### src/core/cid_pkg.sv
// constants, encodings and the state type of the instruction decode block
// assumes a 32-bit AHB-Lite register bus and one 100 MHz core clock
`default_nettype none

package cid_pkg;

  // ************************************************************
  // register byte offsets (low ten address bits are decoded)
  // ************************************************************
  localparam logic [9:0] OFS_INSTR = 10'h000;
  localparam logic [9:0] OFS_STAT = 10'h004;
  localparam logic [9:0] OFS_WORK = 10'h008;
  localparam logic [9:0] OFS_PC = 10'h00c;
  localparam logic [9:0] OFS_PTR0 = 10'h010;
  localparam logic [9:0] OFS_PTR1 = 10'h014;
  localparam logic [9:0] OFS_OPTION = 10'h018;
  localparam logic [9:0] OFS_TRISTATE = 10'h01c;
  localparam logic [9:0] OFS_CYCLES = 10'h020;
  localparam logic [9:0] OFS_STACK = 10'h024;
  localparam logic [9:0] OFS_FILE = 10'h200;

  // ************************************************************
  // status register field positions
  // ************************************************************
  localparam int unsigned ST_CARRY = 0;
  localparam int unsigned ST_DIGIT = 1;
  localparam int unsigned ST_ZERO = 2;
  localparam int unsigned ST_PWRDN = 3;
  localparam int unsigned ST_TO = 4;
  localparam int unsigned ST_BUSY = 8;
  localparam int unsigned ST_STANDBY = 9;
  localparam int unsigned ST_UNSUP = 10;

  // ************************************************************
  // reset values
  // ************************************************************
  localparam logic [7:0] RST_WORK = 8'h00;
  localparam logic [14:0] RST_PC = 15'h0000;
  localparam logic [15:0] RST_PTR = 16'h0000;
  localparam logic [7:0] RST_OPTION = 8'hff;
  localparam logic [7:0] RST_TRISTATE = 8'hff;
  localparam logic RST_TO = 1'b1;
  localparam logic RST_PWRDN = 1'b1;

  // ************************************************************
  // opcode fields
  // ************************************************************
  localparam logic [1:0] CLS_MISC = 2'h0;
  localparam logic [1:0] CLS_LIT = 2'h3;
  localparam logic [13:0] OP_BR_WORK = 14'h000b;
  localparam logic [13:0] OP_CALL_WORK = 14'h000a;
  localparam logic [13:0] OP_OPTION = 14'h0062;
  localparam logic [13:0] OP_STANDBY = 14'h0063;
  localparam logic [11:0] OP_TRISTATE_HI = 12'h019;
  localparam logic [9:0] OP_INDIR_HI = 10'h001;
  localparam logic [3:0] OP_AND_FILE = 4'h5;
  localparam logic [3:0] OP_ADD_FILE = 4'h7;
  localparam logic [3:0] OP_RET_LIT = 4'h4;
  localparam logic [3:0] OP_AND_LIT = 4'h9;
  localparam logic [3:0] OP_ADD_LIT = 4'he;
  localparam logic [3:0] OP_PTRADD = 4'h1;
  localparam logic [3:0] OP_INDEXED = 4'hf;
  localparam logic [2:0] OP_REL_BRANCH = 3'h1;
  localparam logic [1:0] MM_PREINC = 2'h0;
  localparam logic [1:0] MM_PREDEC = 2'h1;
  localparam logic [1:0] MM_POSTINC = 2'h2;

  localparam int unsigned STACK_DEPTH = 8;
  localparam int unsigned FILE_DEPTH = 128;

  typedef enum logic [1:0] {
    CID_IDLE = 2'b00,
    CID_EXEC = 2'b01,
    CID_SECOND = 2'b11,
    CID_EXTRA = 2'b10
  } cid_state_e;

endpackage

`default_nettype wire

### src/core/cid_core.sv
// instruction decode and execute block with its register file behind AHB-Lite
// assumes one clock, an asynchronous active-high reset and a single bus master
//
// Local design decisions: the register offsets and the AHB-Lite interface to the registers.
`default_nettype none

module cid_core
  import cid_pkg::*;
(
  // clock and reset
  input wire logic sys_clk,
  input wire logic rst,
  // ahb-lite slave
  input wire logic hsel,
  input wire logic [31:0] haddr,
  input wire logic [1:0] htrans,
  input wire logic hwrite,
  input wire logic [2:0] hsize,
  input wire logic [31:0] hwdata,
  input wire logic hready,
  output logic [31:0] hrdata,
  output logic hreadyout,
  output logic hresp,
  // core side
  output logic standby
);

  // ************************************************************
  // bus slave state
  // ************************************************************
  logic wr_pend_q, wr_pend_d;
  logic rd_pend_q, rd_pend_d;
  logic [9:0] addr_q, addr_d;
  logic [31:0] hrdata_q, hrdata_d;
  logic hready_q, hready_d;
  logic take;
  logic bus_wr;

  // ************************************************************
  // execution state
  // ************************************************************
  cid_state_e state_q, state_d;
  logic [13:0] instr_q, instr_d;
  logic [7:0] work_q, work_d;
  logic [14:0] pc_q, pc_d;
  logic [15:0] ptr0_q, ptr0_d;
  logic [15:0] ptr1_q, ptr1_d;
  logic [7:0] option_q, option_d;
  logic [7:0] tristate_q [4];
  logic [7:0] tristate_d [4];
  logic c_q, c_d, digit_q, digit_d, z_q, z_d, to_q, to_d, pwrdn_q, pwrdn_d;
  logic stby_q, stby_d;
  logic unsup_q, unsup_d;
  logic extra_q, extra_d;
  logic [1:0] cycles_q, cycles_d;
  logic [2:0] sp_q, sp_d;

  // ************************************************************
  // memories
  // ************************************************************
  logic [7:0] file_mem [FILE_DEPTH];
  logic [14:0] stack_mem [STACK_DEPTH];
  logic file_we;
  logic [6:0] file_wa;
  logic [7:0] file_wd;
  logic stack_we;
  logic [14:0] stack_wd;

  // ************************************************************
  // helpers
  // ************************************************************
  // returns {carry, digit carry, sum}
  function automatic logic [9:0] add8(input logic [7:0] a, input logic [7:0] b);
    logic [8:0] s;
    logic [4:0] h;
    s = {1'b0, a} + {1'b0, b};
    h = {1'b0, a[3:0]} + {1'b0, b[3:0]};
    return {s[8], h[4], s[7:0]};
  endfunction

  assign take = hsel & htrans[1] & hready;
  assign bus_wr = wr_pend_q & (state_q == CID_IDLE);

  // ************************************************************
  // read multiplexer
  // ************************************************************
  logic [31:0] rd_mux;
  always_comb begin
    rd_mux = 32'h0000_0000;
    if (addr_q >= OFS_FILE) begin
      rd_mux = {24'h00_0000, file_mem[addr_q[8:2]]};
    end else begin
      case (addr_q)
        OFS_INSTR: rd_mux = {18'h0_0000, instr_q};
        OFS_STAT: begin
          rd_mux[ST_CARRY] = c_q;
          rd_mux[ST_DIGIT] = digit_q;
          rd_mux[ST_ZERO] = z_q;
          rd_mux[ST_PWRDN] = pwrdn_q;
          rd_mux[ST_TO] = to_q;
          rd_mux[ST_BUSY] = (state_q != CID_IDLE);
          rd_mux[ST_STANDBY] = stby_q;
          rd_mux[ST_UNSUP] = unsup_q;
        end
        OFS_WORK: rd_mux = {24'h00_0000, work_q};
        OFS_PC: rd_mux = {17'h0_0000, pc_q};
        OFS_PTR0: rd_mux = {16'h0000, ptr0_q};
        OFS_PTR1: rd_mux = {16'h0000, ptr1_q};
        OFS_OPTION: rd_mux = {24'h00_0000, option_q};
        OFS_TRISTATE: rd_mux = {tristate_q[3], tristate_q[2], tristate_q[1], tristate_q[0]};
        OFS_CYCLES: rd_mux = {30'h0000_0000, cycles_q};
        OFS_STACK: rd_mux = {14'h0000, sp_q, stack_mem[sp_q - 3'd1]};
        default: rd_mux = 32'h0000_0000;
      endcase
    end
  end

  // ************************************************************
  // bus slave: writes take no wait, reads one wait state
  // ************************************************************
  always_comb begin
    wr_pend_d = 1'b0;
    rd_pend_d = 1'b0;
    addr_d = addr_q;
    hrdata_d = hrdata_q;
    hready_d = 1'b1;
    if (rd_pend_q) begin
      hrdata_d = rd_mux;
    end else if (take) begin
      addr_d = haddr[9:0];
      wr_pend_d = hwrite;
      rd_pend_d = ~hwrite;
      hready_d = hwrite;
    end
  end

  always_ff @(posedge sys_clk or posedge rst) begin
    if (rst) begin
      wr_pend_q <= 1'b0;
      rd_pend_q <= 1'b0;
      addr_q <= 10'h000;
      hrdata_q <= 32'h0000_0000;
      hready_q <= 1'b1;
    end else begin
      wr_pend_q <= wr_pend_d;
      rd_pend_q <= rd_pend_d;
      addr_q <= addr_d;
      hrdata_q <= hrdata_d;
      hready_q <= hready_d;
    end
  end

  // ************************************************************
  // decode and execute
  // ************************************************************
  logic [1:0] cls;
  logic [1:0] mm;
  logic ptr_sel;
  logic [15:0] ptr_cur, ptr_step, ind_addr, idx_addr, ptr_sum;
  logic [7:0] file_val, ind_val, idx_val;
  logic [9:0] sum_lit, sum_file;
  logic [7:0] and_lit, and_file;
  logic [14:0] pc_inc;
  logic two;

  always_comb begin
    cls = instr_q[13:12];
    mm = instr_q[1:0];
    // the inc/dec form carries n in bit 2, the indexed and add forms in bit 6
    ptr_sel = (cls == CLS_MISC) ? instr_q[2] : instr_q[6];
    ptr_cur = ptr_sel ? ptr1_q : ptr0_q;
    ptr_step = ptr_cur + ((mm == MM_PREDEC || mm[0]) ? 16'hffff : 16'h0001);
    ind_addr = (mm == MM_PREINC || mm == MM_PREDEC) ? ptr_step : ptr_cur;
    idx_addr = ptr_cur + {{10{instr_q[5]}}, instr_q[5:0]};
    ptr_sum = ptr_cur + {{10{instr_q[5]}}, instr_q[5:0]};
    file_val = file_mem[instr_q[6:0]];
    ind_val = file_mem[ind_addr[6:0]];
    idx_val = file_mem[idx_addr[6:0]];
    sum_lit = add8(work_q, instr_q[7:0]);
    sum_file = add8(work_q, file_val);
    and_lit = work_q & instr_q[7:0];
    and_file = work_q & file_val;
    pc_inc = pc_q + 15'd1;
  end

  always_comb begin
    state_d = state_q;
    instr_d = instr_q;
    work_d = work_q;
    pc_d = pc_q;
    ptr0_d = ptr0_q;
    ptr1_d = ptr1_q;
    option_d = option_q;
    tristate_d = tristate_q;
    c_d = c_q;
    digit_d = digit_q;
    z_d = z_q;
    to_d = to_q;
    pwrdn_d = pwrdn_q;
    stby_d = stby_q;
    unsup_d = unsup_q;
    extra_d = extra_q;
    cycles_d = cycles_q;
    sp_d = sp_q;
    file_we = 1'b0;
    file_wa = 7'h00;
    file_wd = 8'h00;
    stack_we = 1'b0;
    stack_wd = 15'h0000;
    two = 1'b0;
    case (state_q)
      CID_IDLE: begin
        if (bus_wr) begin
          if (addr_q >= OFS_FILE) begin
            file_we = 1'b1;
            file_wa = addr_q[8:2];
            file_wd = hwdata[7:0];
          end else begin
            case (addr_q)
              OFS_INSTR: begin
                instr_d = hwdata[13:0];
                stby_d = 1'b0;
                state_d = CID_EXEC;
              end
              OFS_STAT: begin
                c_d = hwdata[ST_CARRY];
                digit_d = hwdata[ST_DIGIT];
                z_d = hwdata[ST_ZERO];
              end
              OFS_WORK: work_d = hwdata[7:0];
              OFS_PC: pc_d = hwdata[14:0];
              OFS_PTR0: ptr0_d = hwdata[15:0];
              OFS_PTR1: ptr1_d = hwdata[15:0];
              default: ;
            endcase
          end
        end
      end
      CID_EXEC: begin
        pc_d = pc_inc;
        unsup_d = 1'b0;
        extra_d = 1'b0;
        cycles_d = 2'd1;
        case (cls)
          CLS_MISC: begin
            if (instr_q == OP_BR_WORK) begin
              pc_d = pc_inc + {7'h00, work_q};
              two = 1'b1;
            end else if (instr_q == OP_CALL_WORK) begin
              stack_we = 1'b1;
              stack_wd = pc_inc;
              sp_d = sp_q + 3'd1;
              pc_d = {pc_q[14:8], work_q};
              two = 1'b1;
            end else if (instr_q == OP_OPTION) begin
              option_d = work_q;
            end else if (instr_q == OP_STANDBY) begin
              stby_d = 1'b1;
              to_d = 1'b1;
              pwrdn_d = 1'b0;
            end else if (instr_q[13:2] == OP_TRISTATE_HI) begin
              tristate_d[instr_q[1:0]] = work_q;
            end else if (instr_q[13:4] == OP_INDIR_HI) begin
              if (ptr_sel) begin
                ptr1_d = ptr_step;
              end else begin
                ptr0_d = ptr_step;
              end
              extra_d = ind_addr[15];
              if (instr_q[3]) begin
                file_we = 1'b1;
                file_wa = ind_addr[6:0];
                file_wd = work_q;
              end else begin
                work_d = ind_val;
                z_d = (ind_val == 8'h00);
              end
            end else if (instr_q[11:8] == OP_AND_FILE || instr_q[11:8] == OP_ADD_FILE) begin
              if (instr_q[11:8] == OP_AND_FILE) begin
                z_d = (and_file == 8'h00);
                file_wd = and_file;
              end else begin
                {c_d, digit_d, file_wd} = sum_file;
                z_d = (sum_file[7:0] == 8'h00);
              end
              if (instr_q[7]) begin
                file_we = 1'b1;
                file_wa = instr_q[6:0];
              end else begin
                work_d = file_wd;
              end
            end else begin
              unsup_d = 1'b1;
            end
          end
          CLS_LIT: begin
            if (instr_q[11:9] == OP_REL_BRANCH) begin
              pc_d = pc_inc + {{6{instr_q[8]}}, instr_q[8:0]};
              two = 1'b1;
            end else if (instr_q[11:8] == OP_RET_LIT) begin
              work_d = instr_q[7:0];
              sp_d = sp_q - 3'd1;
              pc_d = stack_mem[sp_q - 3'd1];
              two = 1'b1;
            end else if (instr_q[11:8] == OP_AND_LIT) begin
              work_d = and_lit;
              z_d = (and_lit == 8'h00);
            end else if (instr_q[11:8] == OP_ADD_LIT) begin
              {c_d, digit_d, work_d} = sum_lit;
              z_d = (sum_lit[7:0] == 8'h00);
            end else if (instr_q[11:8] == OP_PTRADD && !instr_q[7]) begin
              if (ptr_sel) begin
                ptr1_d = ptr_sum;
              end else begin
                ptr0_d = ptr_sum;
              end
            end else if (instr_q[11:8] == OP_INDEXED) begin
              extra_d = idx_addr[15];
              if (instr_q[7]) begin
                file_we = 1'b1;
                file_wa = idx_addr[6:0];
                file_wd = work_q;
              end else begin
                work_d = idx_val;
                z_d = (idx_val == 8'h00);
              end
            end else begin
              unsup_d = 1'b1;
            end
          end
          default: unsup_d = 1'b1;
        endcase
        if (two) begin
          state_d = CID_SECOND;
        end else if (extra_d) begin
          state_d = CID_EXTRA;
        end else begin
          state_d = CID_IDLE;
        end
      end
      CID_SECOND: begin
        // flushed fetch slot: nothing changes but the count
        cycles_d = cycles_q + 2'd1;
        state_d = extra_q ? CID_EXTRA : CID_IDLE;
      end
      CID_EXTRA: begin
        cycles_d = cycles_q + 2'd1;
        state_d = CID_IDLE;
      end
      default: state_d = CID_IDLE;
    endcase
  end

  always_ff @(posedge sys_clk or posedge rst) begin
    if (rst) begin
      state_q <= CID_IDLE;
      instr_q <= 14'h0000;
      work_q <= RST_WORK;
      pc_q <= RST_PC;
      ptr0_q <= RST_PTR;
      ptr1_q <= RST_PTR;
      option_q <= RST_OPTION;
      tristate_q <= '{default: RST_TRISTATE};
      c_q <= 1'b0;
      digit_q <= 1'b0;
      z_q <= 1'b0;
      to_q <= RST_TO;
      pwrdn_q <= RST_PWRDN;
      stby_q <= 1'b0;
      unsup_q <= 1'b0;
      extra_q <= 1'b0;
      cycles_q <= 2'd0;
      sp_q <= 3'd0;
    end else begin
      state_q <= state_d;
      instr_q <= instr_d;
      work_q <= work_d;
      pc_q <= pc_d;
      ptr0_q <= ptr0_d;
      ptr1_q <= ptr1_d;
      option_q <= option_d;
      tristate_q <= tristate_d;
      c_q <= c_d;
      digit_q <= digit_d;
      z_q <= z_d;
      to_q <= to_d;
      pwrdn_q <= pwrdn_d;
      stby_q <= stby_d;
      unsup_q <= unsup_d;
      extra_q <= extra_d;
      cycles_q <= cycles_d;
      sp_q <= sp_d;
    end
  end

  // ************************************************************
  // memory write ports
  // ************************************************************
  always_ff @(posedge sys_clk) begin
    if (file_we) begin
      file_mem[file_wa] <= file_wd;
    end
    if (stack_we) begin
      stack_mem[sp_q] <= stack_wd;
    end
  end

  assign hrdata = hrdata_q;
  assign hreadyout = hready_q;
  assign hresp = 1'b0;
  assign standby = stby_q;

endmodule

`default_nettype wire

### config.mk
export PLATFORM = sky130hd
export DESIGN_NAME = cid_core
export DESIGN_NICKNAME = d
export VERILOG_FILES = /design/src/core/cid_pkg.sv /design/src/core/cid_core.sv
export SDC_FILE = /design/constraint.sdc
export NUM_CORES = 2
export LEC_CHECK = 0
export ABC_AREA = 0
export BUFFER_PORTS_ARGS = -buffer_cell sky130_fd_sc_hd__buf_2
export CAP_MARGIN = 15
export CORE_MARGIN = 1
export CORE_UTILIZATION = 28
export DETAILED_ROUTE_END_ITERATION = 6
export HOLD_SLACK_MARGIN = 0.02
export PLACE_DENSITY_LB_ADDON = 0.05
export SLEW_MARGIN = 10
export SYNTH_ARGS = -nofsm -noshare
export SYNTH_HDL_FRONTEND = slang
export SYNTH_SLANG_ARGS = --single-unit
### constraint.sdc
create_clock -name sys_clk -period 11.3 [get_ports sys_clk]
set_input_delay 1.13 -clock sys_clk [delete_from_list [all_inputs] [get_ports sys_clk]]
set_output_delay 1.13 -clock sys_clk [all_outputs]
set_load 0.02 [all_outputs]
== Yosys cells after proc, flatten, opt, wreduce, memory -nomap -nowiden ==
Memories as Yosys holds them, arrays and structs flattened.
Index checks and enable logic that the tools add are counted.

* Reduce and logical (&&, ||, !) cells: 36
* Add/sub/neg operators: 12
* Multiply operators: 0
* Div/mod/pow operators: 0
* Order comparisons: 3
* Bitwise logic cells: 13
* Mux-type cells: 265
* Shift operators: 0
* Eq/ne operators: 75

{| class="wikitable"
|+ Operator list
! kind !! count
|-
| 16-bit 2-to-1 mux || 35
|-
| 8-bit 2-to-1 mux || 38
|-
| 15-bit 2-to-1 mux || 11
|-
| 16-bit one-hot mux with 2 select lines || 4
|-
| 7-bit 2-to-1 mux || 18
|-
| 21-bit one-hot mux with 6 select lines || 1
|-
| 1-bit 2-to-1 mux || 119
|-
| 8-bit one-hot mux with 2 select lines || 4
|-
| 15-bit one-hot mux with 2 select lines || 2
|-
| 3-bit inequality test (second input constant) || 19
|-
| 17-bit AND reduction || 3
|-
| 5-bit one-hot mux with 10 select lines || 1
|-
| 8-bit zero test || 6
|-
| 10-bit by 5-bit equality test with 1-bit output (second input constant) || 4
|-
| 18-bit AND reduction || 2
|-
| 16-bit adder || 2
|-
| 32-bit bitwise mux || 1
|-
| 32-bit 2-to-1 mux || 1
|-
| 14-bit by 4-bit equality test with 1-bit output (second input constant) || 2
|-
| 14-bit by 7-bit equality test with 1-bit output (second input constant) || 2
|-
| 7-bit one-hot mux with 2 select lines || 2
|-
| 1-bit one-hot mux with 2 select lines || 12
|-
| 3-bit one-hot mux with 8 select lines || 1
|-
| 3-bit one-hot mux with 7 select lines || 1
|-
| 52 further kinds || 113
|}

* Output and inout port bits: 35
* Bits in writable memories: 1144
* ROM bits: 0
* Register bits: 168
* Bits in latches: 0
* Memories: 2

{| class="wikitable"
|+ Memory list
! name !! words !! width !! read ports !! clocked after Yosys merged registers in !! write ports !! RTL line !! RTL
|-
| file_mem || 128 || 8 || 4 || 0 || 1 || cid_core.sv:61 || <nowiki>logic [7:0] file_mem [FILE_DEPTH];</nowiki>
|-
| stack_mem || 8 || 15 || 1 || 0 || 1 || cid_core.sv:62 || <nowiki>logic [14:0] stack_mem [STACK_DEPTH];</nowiki>
|}

== Longest topological paths before layout ==
* Word-level depth: 16
* Depth in mapped cells: 25
* Mapped depth without buffers: 19

== Worst setup path after synthesis ==
OpenSTA, ideal clock, no wires.

* Kind: register to register
* Start point: reg instr_q[1]
* End point: mem file_mem[0][6] (data pin)
* Path slack: 0.285 ns
* Data arrival time: 9.819 ns
* Stages on the path, launching flop included: 21
* Library setup time: 1.197 ns
* Buffers on the path: 6
* Cell sequence: dfrtp_1 -> buf_2 -> buf_2 -> buf_2 -> buf_2 -> buf_2 -> buf_1 -> mux4_2 -> mux4_2 -> mux4_2 -> mux2_2 -> fa_1 -> a21o_1 -> a21oi_1 -> o21bai_1 -> a21oi_1 -> xnor2_1 -> mux2i_1 -> nor2_1 -> a21oi_1 -> o21ai_0

* Cells in the longest elaborated chain, start to end: 12

{| class="wikitable"
|+ RTL lines
! what !! RTL line !! RTL
|-
| start: declaration || cid_core.sv:43 || <nowiki>logic [13:0] instr_q, instr_d;</nowiki>
|-
| start signal: assignment || cid_core.sv:376 || <nowiki>instr_q <= instr_d;</nowiki>
|-
| memory 128 x 8 bit || n/a ||
|-
| 8-bit by 8-bit adder with 9-bit output / 8-bit AND (equally long branches) || cid_core.sv:76, cid_core.sv:182 ||
|-
| 8-bit 2-to-1 mux || cid_core.sv:279 || <nowiki>if (instr_q[11:8] == OP_AND_FILE) begin</nowiki>
|-
| 8-bit 2-to-1 mux || cid_core.sv:278 || <nowiki>end else if (instr_q[11:8] == OP_AND_FILE || instr_q[11:8] == OP_ADD_FILE) begin</nowiki>
|-
| 8-bit 2-to-1 mux || cid_core.sv:263 || <nowiki>end else if (instr_q[13:4] == OP_INDIR_HI) begin</nowiki>
|-
| 8-bit 2-to-1 mux || cid_core.sv:261 || <nowiki>end else if (instr_q[13:2] == OP_TRISTATE_HI) begin</nowiki>
|-
| 8-bit 2-to-1 mux || cid_core.sv:257 || <nowiki>end else if (instr_q == OP_STANDBY) begin</nowiki>
|-
| 8-bit 2-to-1 mux || cid_core.sv:255 || <nowiki>end else if (instr_q == OP_OPTION) begin</nowiki>
|-
| 8-bit 2-to-1 mux || cid_core.sv:249 || <nowiki>end else if (instr_q == OP_CALL_WORK) begin</nowiki>
|-
| 8-bit 2-to-1 mux * || cid_core.sv:246 || <nowiki>if (instr_q == OP_BR_WORK) begin</nowiki>
|-
| 8-bit one-hot mux with 2 select lines * || cid_core.sv:244 || <nowiki>case (cls)</nowiki>
|-
| 8-bit one-hot mux with 2 select lines * || cid_core.sv:211 || <nowiki>case (state_q)</nowiki>
|-
| via file_wd[6] || cid_core.sv:65 || <nowiki>logic [7:0] file_wd;</nowiki>
|-
| end: declaration || cid_core.sv:61 ||
|}

The timed path passes the listed nets; every way through them passes the cells marked *.

== Worst setup path in the final report ==
* Start point: reg instr_q[0]
* End point: mem file_mem[121][7] (data pin)

The elaborated chain is that of the path after synthesis.

==> impl_metrics.env <==
export IMPL_synth_async_reset_ratio_pct=12.80
export IMPL_p_per_area_mw_per_mm2=166.0
export IMPL_cap_violations=0
export IMPL_critPathMaxFanout=81
export IMPL_grt_overflow_total=0
export IMPL_finalSetupTns_ns=0
export IMPL_num_rows=199
export IMPL_cts_hold_buf=0
export IMPL_fin_ws_ns=3.376
export IMPL_grt_pass1_vias=58784
export IMPL_drtIter0Drc=8354
export IMPL_clkSinkCount=1312
export IMPL_critPathTopFamily="multiplexers"
export IMPL_drc_errors=54
export IMPL_cts_tree="done"
export IMPL_avgSynthCellArea_um2=14.59
export IMPL_die_area_mm2=0.2981
export IMPL_start_util_pct=28.18
export IMPL_wl_mm=422.9
export IMPL_nNetsFinal=5868
export IMPL_grt_pass1_wl_mm=562.4
export IMPL_violations="design-rule violations"
export IMPL_dpl_hpwl_mm=291.3
export IMPL_antenna_found_initial=35
export IMPL_cts_path_max_buffers=4
export IMPL_dieWidth_um=546.0
export IMPL_cts_setup_buffers=0
export IMPL_slowest_stage="a22o_4"
export IMPL_syn_nets=5835
export IMPL_synth_seq_cells=1312
export IMPL_gp_congestion=0.9356
export IMPL_yosys_warnings=0
export IMPL_rsz0062_at_grt="no"
export IMPL_path_clk_slew_ns=0.06
export IMPL_crit_chain="buf_4, buf_4, mux4_2, mux4_2, mux4_2, mux2_2, ha_1, a21o_1, a21oi_1, nor2b_1, o21ai_0, a21oi_1, xnor2_1, nand2_1, o21ai_0, o21ai_0, a22o_4, buf_4"
export IMPL_clock_latency_ns=0.89
export IMPL_vias=60973
export IMPL_slew_headroom_pct=1.630
export IMPL_p_switching_mw=5.614
export IMPL_core_mm2=0.2941
export IMPL_dp_slack_ns=3.407
export IMPL_synth_edff_count=1144
export IMPL_drive_gt1_share_pct=34.70
export IMPL_p_comb_share_pct=30.0
export IMPL_syn_inst=5679
export IMPL_slowest_delay_ns=0.88
export IMPL_hold_viol=0
export IMPL_cts_buffers=174
export IMPL_yosysUniqueCellTypes=92
export IMPL_drtPass1Iterations=7
export IMPL_cp_start_kind="register"
export IMPL_setup_viol=0
export IMPL_track_usage_pct=27.88
export IMPL_placed_area_mm2=0.08902
export IMPL_leakage_nw=32.13
export IMPL_wl_per_cell_um=43.21
export IMPL_clockRootBuffer="clkbuf_16"
export IMPL_cts_resized_gates=0
export IMPL_syn_to_final_growth_pct=14.27
export IMPL_clockPowerShare_pct=35.9
export IMPL_ios=109
export IMPL_ant_nets=0
export IMPL_synth_flop_cell="edfxtp_1"
export IMPL_cp_arrival_ns=8.50
export IMPL_crit_buf_inv=3
export IMPL_finalInstanceArea_mm2=0.09469
export IMPL_setup_worst_path_class="register to register"
export IMPL_finalMaxSlewViolations=0
export IMPL_cp_required_ns=11.87
export IMPL_vias_per_cell=6.230
export IMPL_die_h_um=546.0
export IMPL_grt_max_degree=97
export IMPL_seq_power_share_pct=34.1
export IMPL_ir_worst_vdd_mv=0.1183
export IMPL_fmax_ghz=0.1262
export IMPL_cp_end_kind="register"
export IMPL_yosysSeqAreaShare_pct=46.59
export IMPL_r2r_cells=18
export IMPL_h_tree_depth=4
export IMPL_swShare_pct=35.72
export IMPL_p_int_mw=10.10
export IMPL_worst_pin_slew_ns=1.466
export IMPL_hp_class="input port to asynchronous set/reset pin"
export IMPL_worst_path_stages=18
export IMPL_finalCriticalPeriod_ns=7.924
export IMPL_status="finished with violations"
export IMPL_post_route_period_util_pct=70.12
export IMPL_fin_skew_ns=0.05582
export IMPL_synth_area_mm2=0.08287
export IMPL_io_buffers=65
## worst paths after layout
| check | slack [ns] | from | endpoint |
|---|---|---|---|
| worst min register to register | 0.45 | pwrdn_q | pwrdn_q |
| worst max-delay path | 3.38 | instr_q[0] | file_mem[121][7] |
| max in group asynchronous | 9.59 | rst | instr_q[2] |
| worst min-delay path | 0.26 | rst | hrdata[28] |
| min in group sys_clk | 0.43 | hwrite | rd_pend_q |
| worst max register to register | 3.38 | instr_q[0] | file_mem[121][7] |
## cells in the mapped netlist (19+ instances only)
library cell  number  area [µm²]
ha_1              76       950.9
a2111oi_0         19       166.4
nand2b_1          22       137.6
mux2_2           125        1408
o21ai_0          166       830.8
dfstp_2           42        1104
buf_1             99       371.6
nor2_1           319        1197
o22ai_1           21       131.4
xnor2_1           52       455.4
a31oi_1           47       294.0
a21oi_1          207        1036
buf_4             26       195.2
a22oi_1           94       705.7
nand3_1          151       755.7
xor2_1            27       236.5
nand2_1          540        2027
and3_1            81       506.7
mux4_2          1112       25040
dfrtp_1          126        3153
inv_1             76       285.3
mux2i_1           99       991.0
a211oi_1          69       518.0
a22o_1            19       166.4
o211ai_1          23       172.7
a21o_1            27       202.7
a311oi_1          24       210.2
nor3_1            52       260.3
buf_2             90       450.4
edfxtp_1        1144       34350
nor4_1            22       137.6
o221ai_1          22       192.7
a221oi_1          38       332.8
nand4_1           30       187.7
clkbuf_1         280        1051
or3_1             27       168.9
a32oi_1           30       262.8
## power by group through the flow
stage	clock network, mW	registers [mW]	logic (mW)
3_3_place_gp	0	5.46	4.65
4_1_cts	5.77	5.36	4.65
6_report	5.65	5.36	4.71
3_5_place_dp	0	5.46	4.64
5_1_grt	5.91	5.36	4.81
2_1_floorplan	0	5.38	2.61
## registers in the layout (all words and copies together) (netlist names), 10 cells and up
register	flops
hrdata	32
tristate_q	32
ptr0_q	16
stack_mem	120
pc_q	15
addr_q	10
ptr1_q	16
file_mem	1024
instr_q	14
## metrics by stage
step / hold WS, ns / power (mW) / util, % / std cells
final: 0.2550 / 15.72 / 32.20 / 9787
after global routing: 0.2518 / 16.08 / 32.19 / 9770
after CTS: 0.2141 / 15.77 / 32.18 / 9763
after detailed placement: 0.4363 / 10.09 / 30.27 / 9455
after global placement: 0.4411 / 10.11 / 30.26 / 9452
after floorplan: 0.4211 / 7.987 / - / 5679
## per-layer routing
metal  part of all wire, %  vias to the layer above  track usage (%)
met1                    42                    33259            38.31
met2                    45                     3312            42.30
met5                 0.016                        -                0
li1                      -                    23807                -
met3                   8.3                      585            6.175
met4                   4.7                       10            11.80
## cell families (layout without fill, tap and decap cells)
logic type                 after synthesis  in the layout  share of synthesized area, %
muxes                                 1337           1337                         33.14
DFF                                   1312           1312                         46.59
AOI/OAI and AO/OA                      965            965                         7.997
xor gates and xnor gates                79             79                        0.8350
buffers and inverters                  582            747                         2.972
adders and majority gates               82             82                         1.292
other                                    1             25                      0.004525
and+or+nand+nor                       1321           1321                         7.172
## area by class of cell
cell class                      instances  area [µm²]
Clock buffer                          227        4778
Tap cell                             3919        4903
Timing Repair Buffer                  361        2865
Antenna cell                           24       60.06
Fill cell                           28745      199400
Inverter                               78       300.3
Clock inverter                         81       828.3
Multi-Input combinational cell       3785       42310
Sequential cell                      1312       38640
## worst reg2reg max path, cell delays in order, from the launching register on
cell and delay [ns]:
dfrtp_4 0.86, buf_4 0.52, buf_4 0.61, mux4_2 0.63, mux4_2 0.57, mux4_2 0.58, mux2_2 0.39, ha_1 0.31
a21o_1 0.17, a21oi_1 0.23, nor2b_1 0.08, o21ai_0 0.22, a21oi_1 0.13, xnor2_1 0.15, nand2_1 0.07, o21ai_0 0.21
o21ai_0 0.27, a22o_4 0.88, buf_4 0.69
## cell usage in the layout (no fill, tap or decap), types with 114 or more instances in the layout
master / instances
a21oi_1: 207
nor2_1: 262
mux4_2: 1112
buf_4: 269
o21ai_0: 157
nand2_1: 538
dfrtp_1: 114
mux2_2: 125
edfxtp_1: 1144
clkbuf_16: 178
nand3_1: 151
Power figures use the tool's default switching activity.
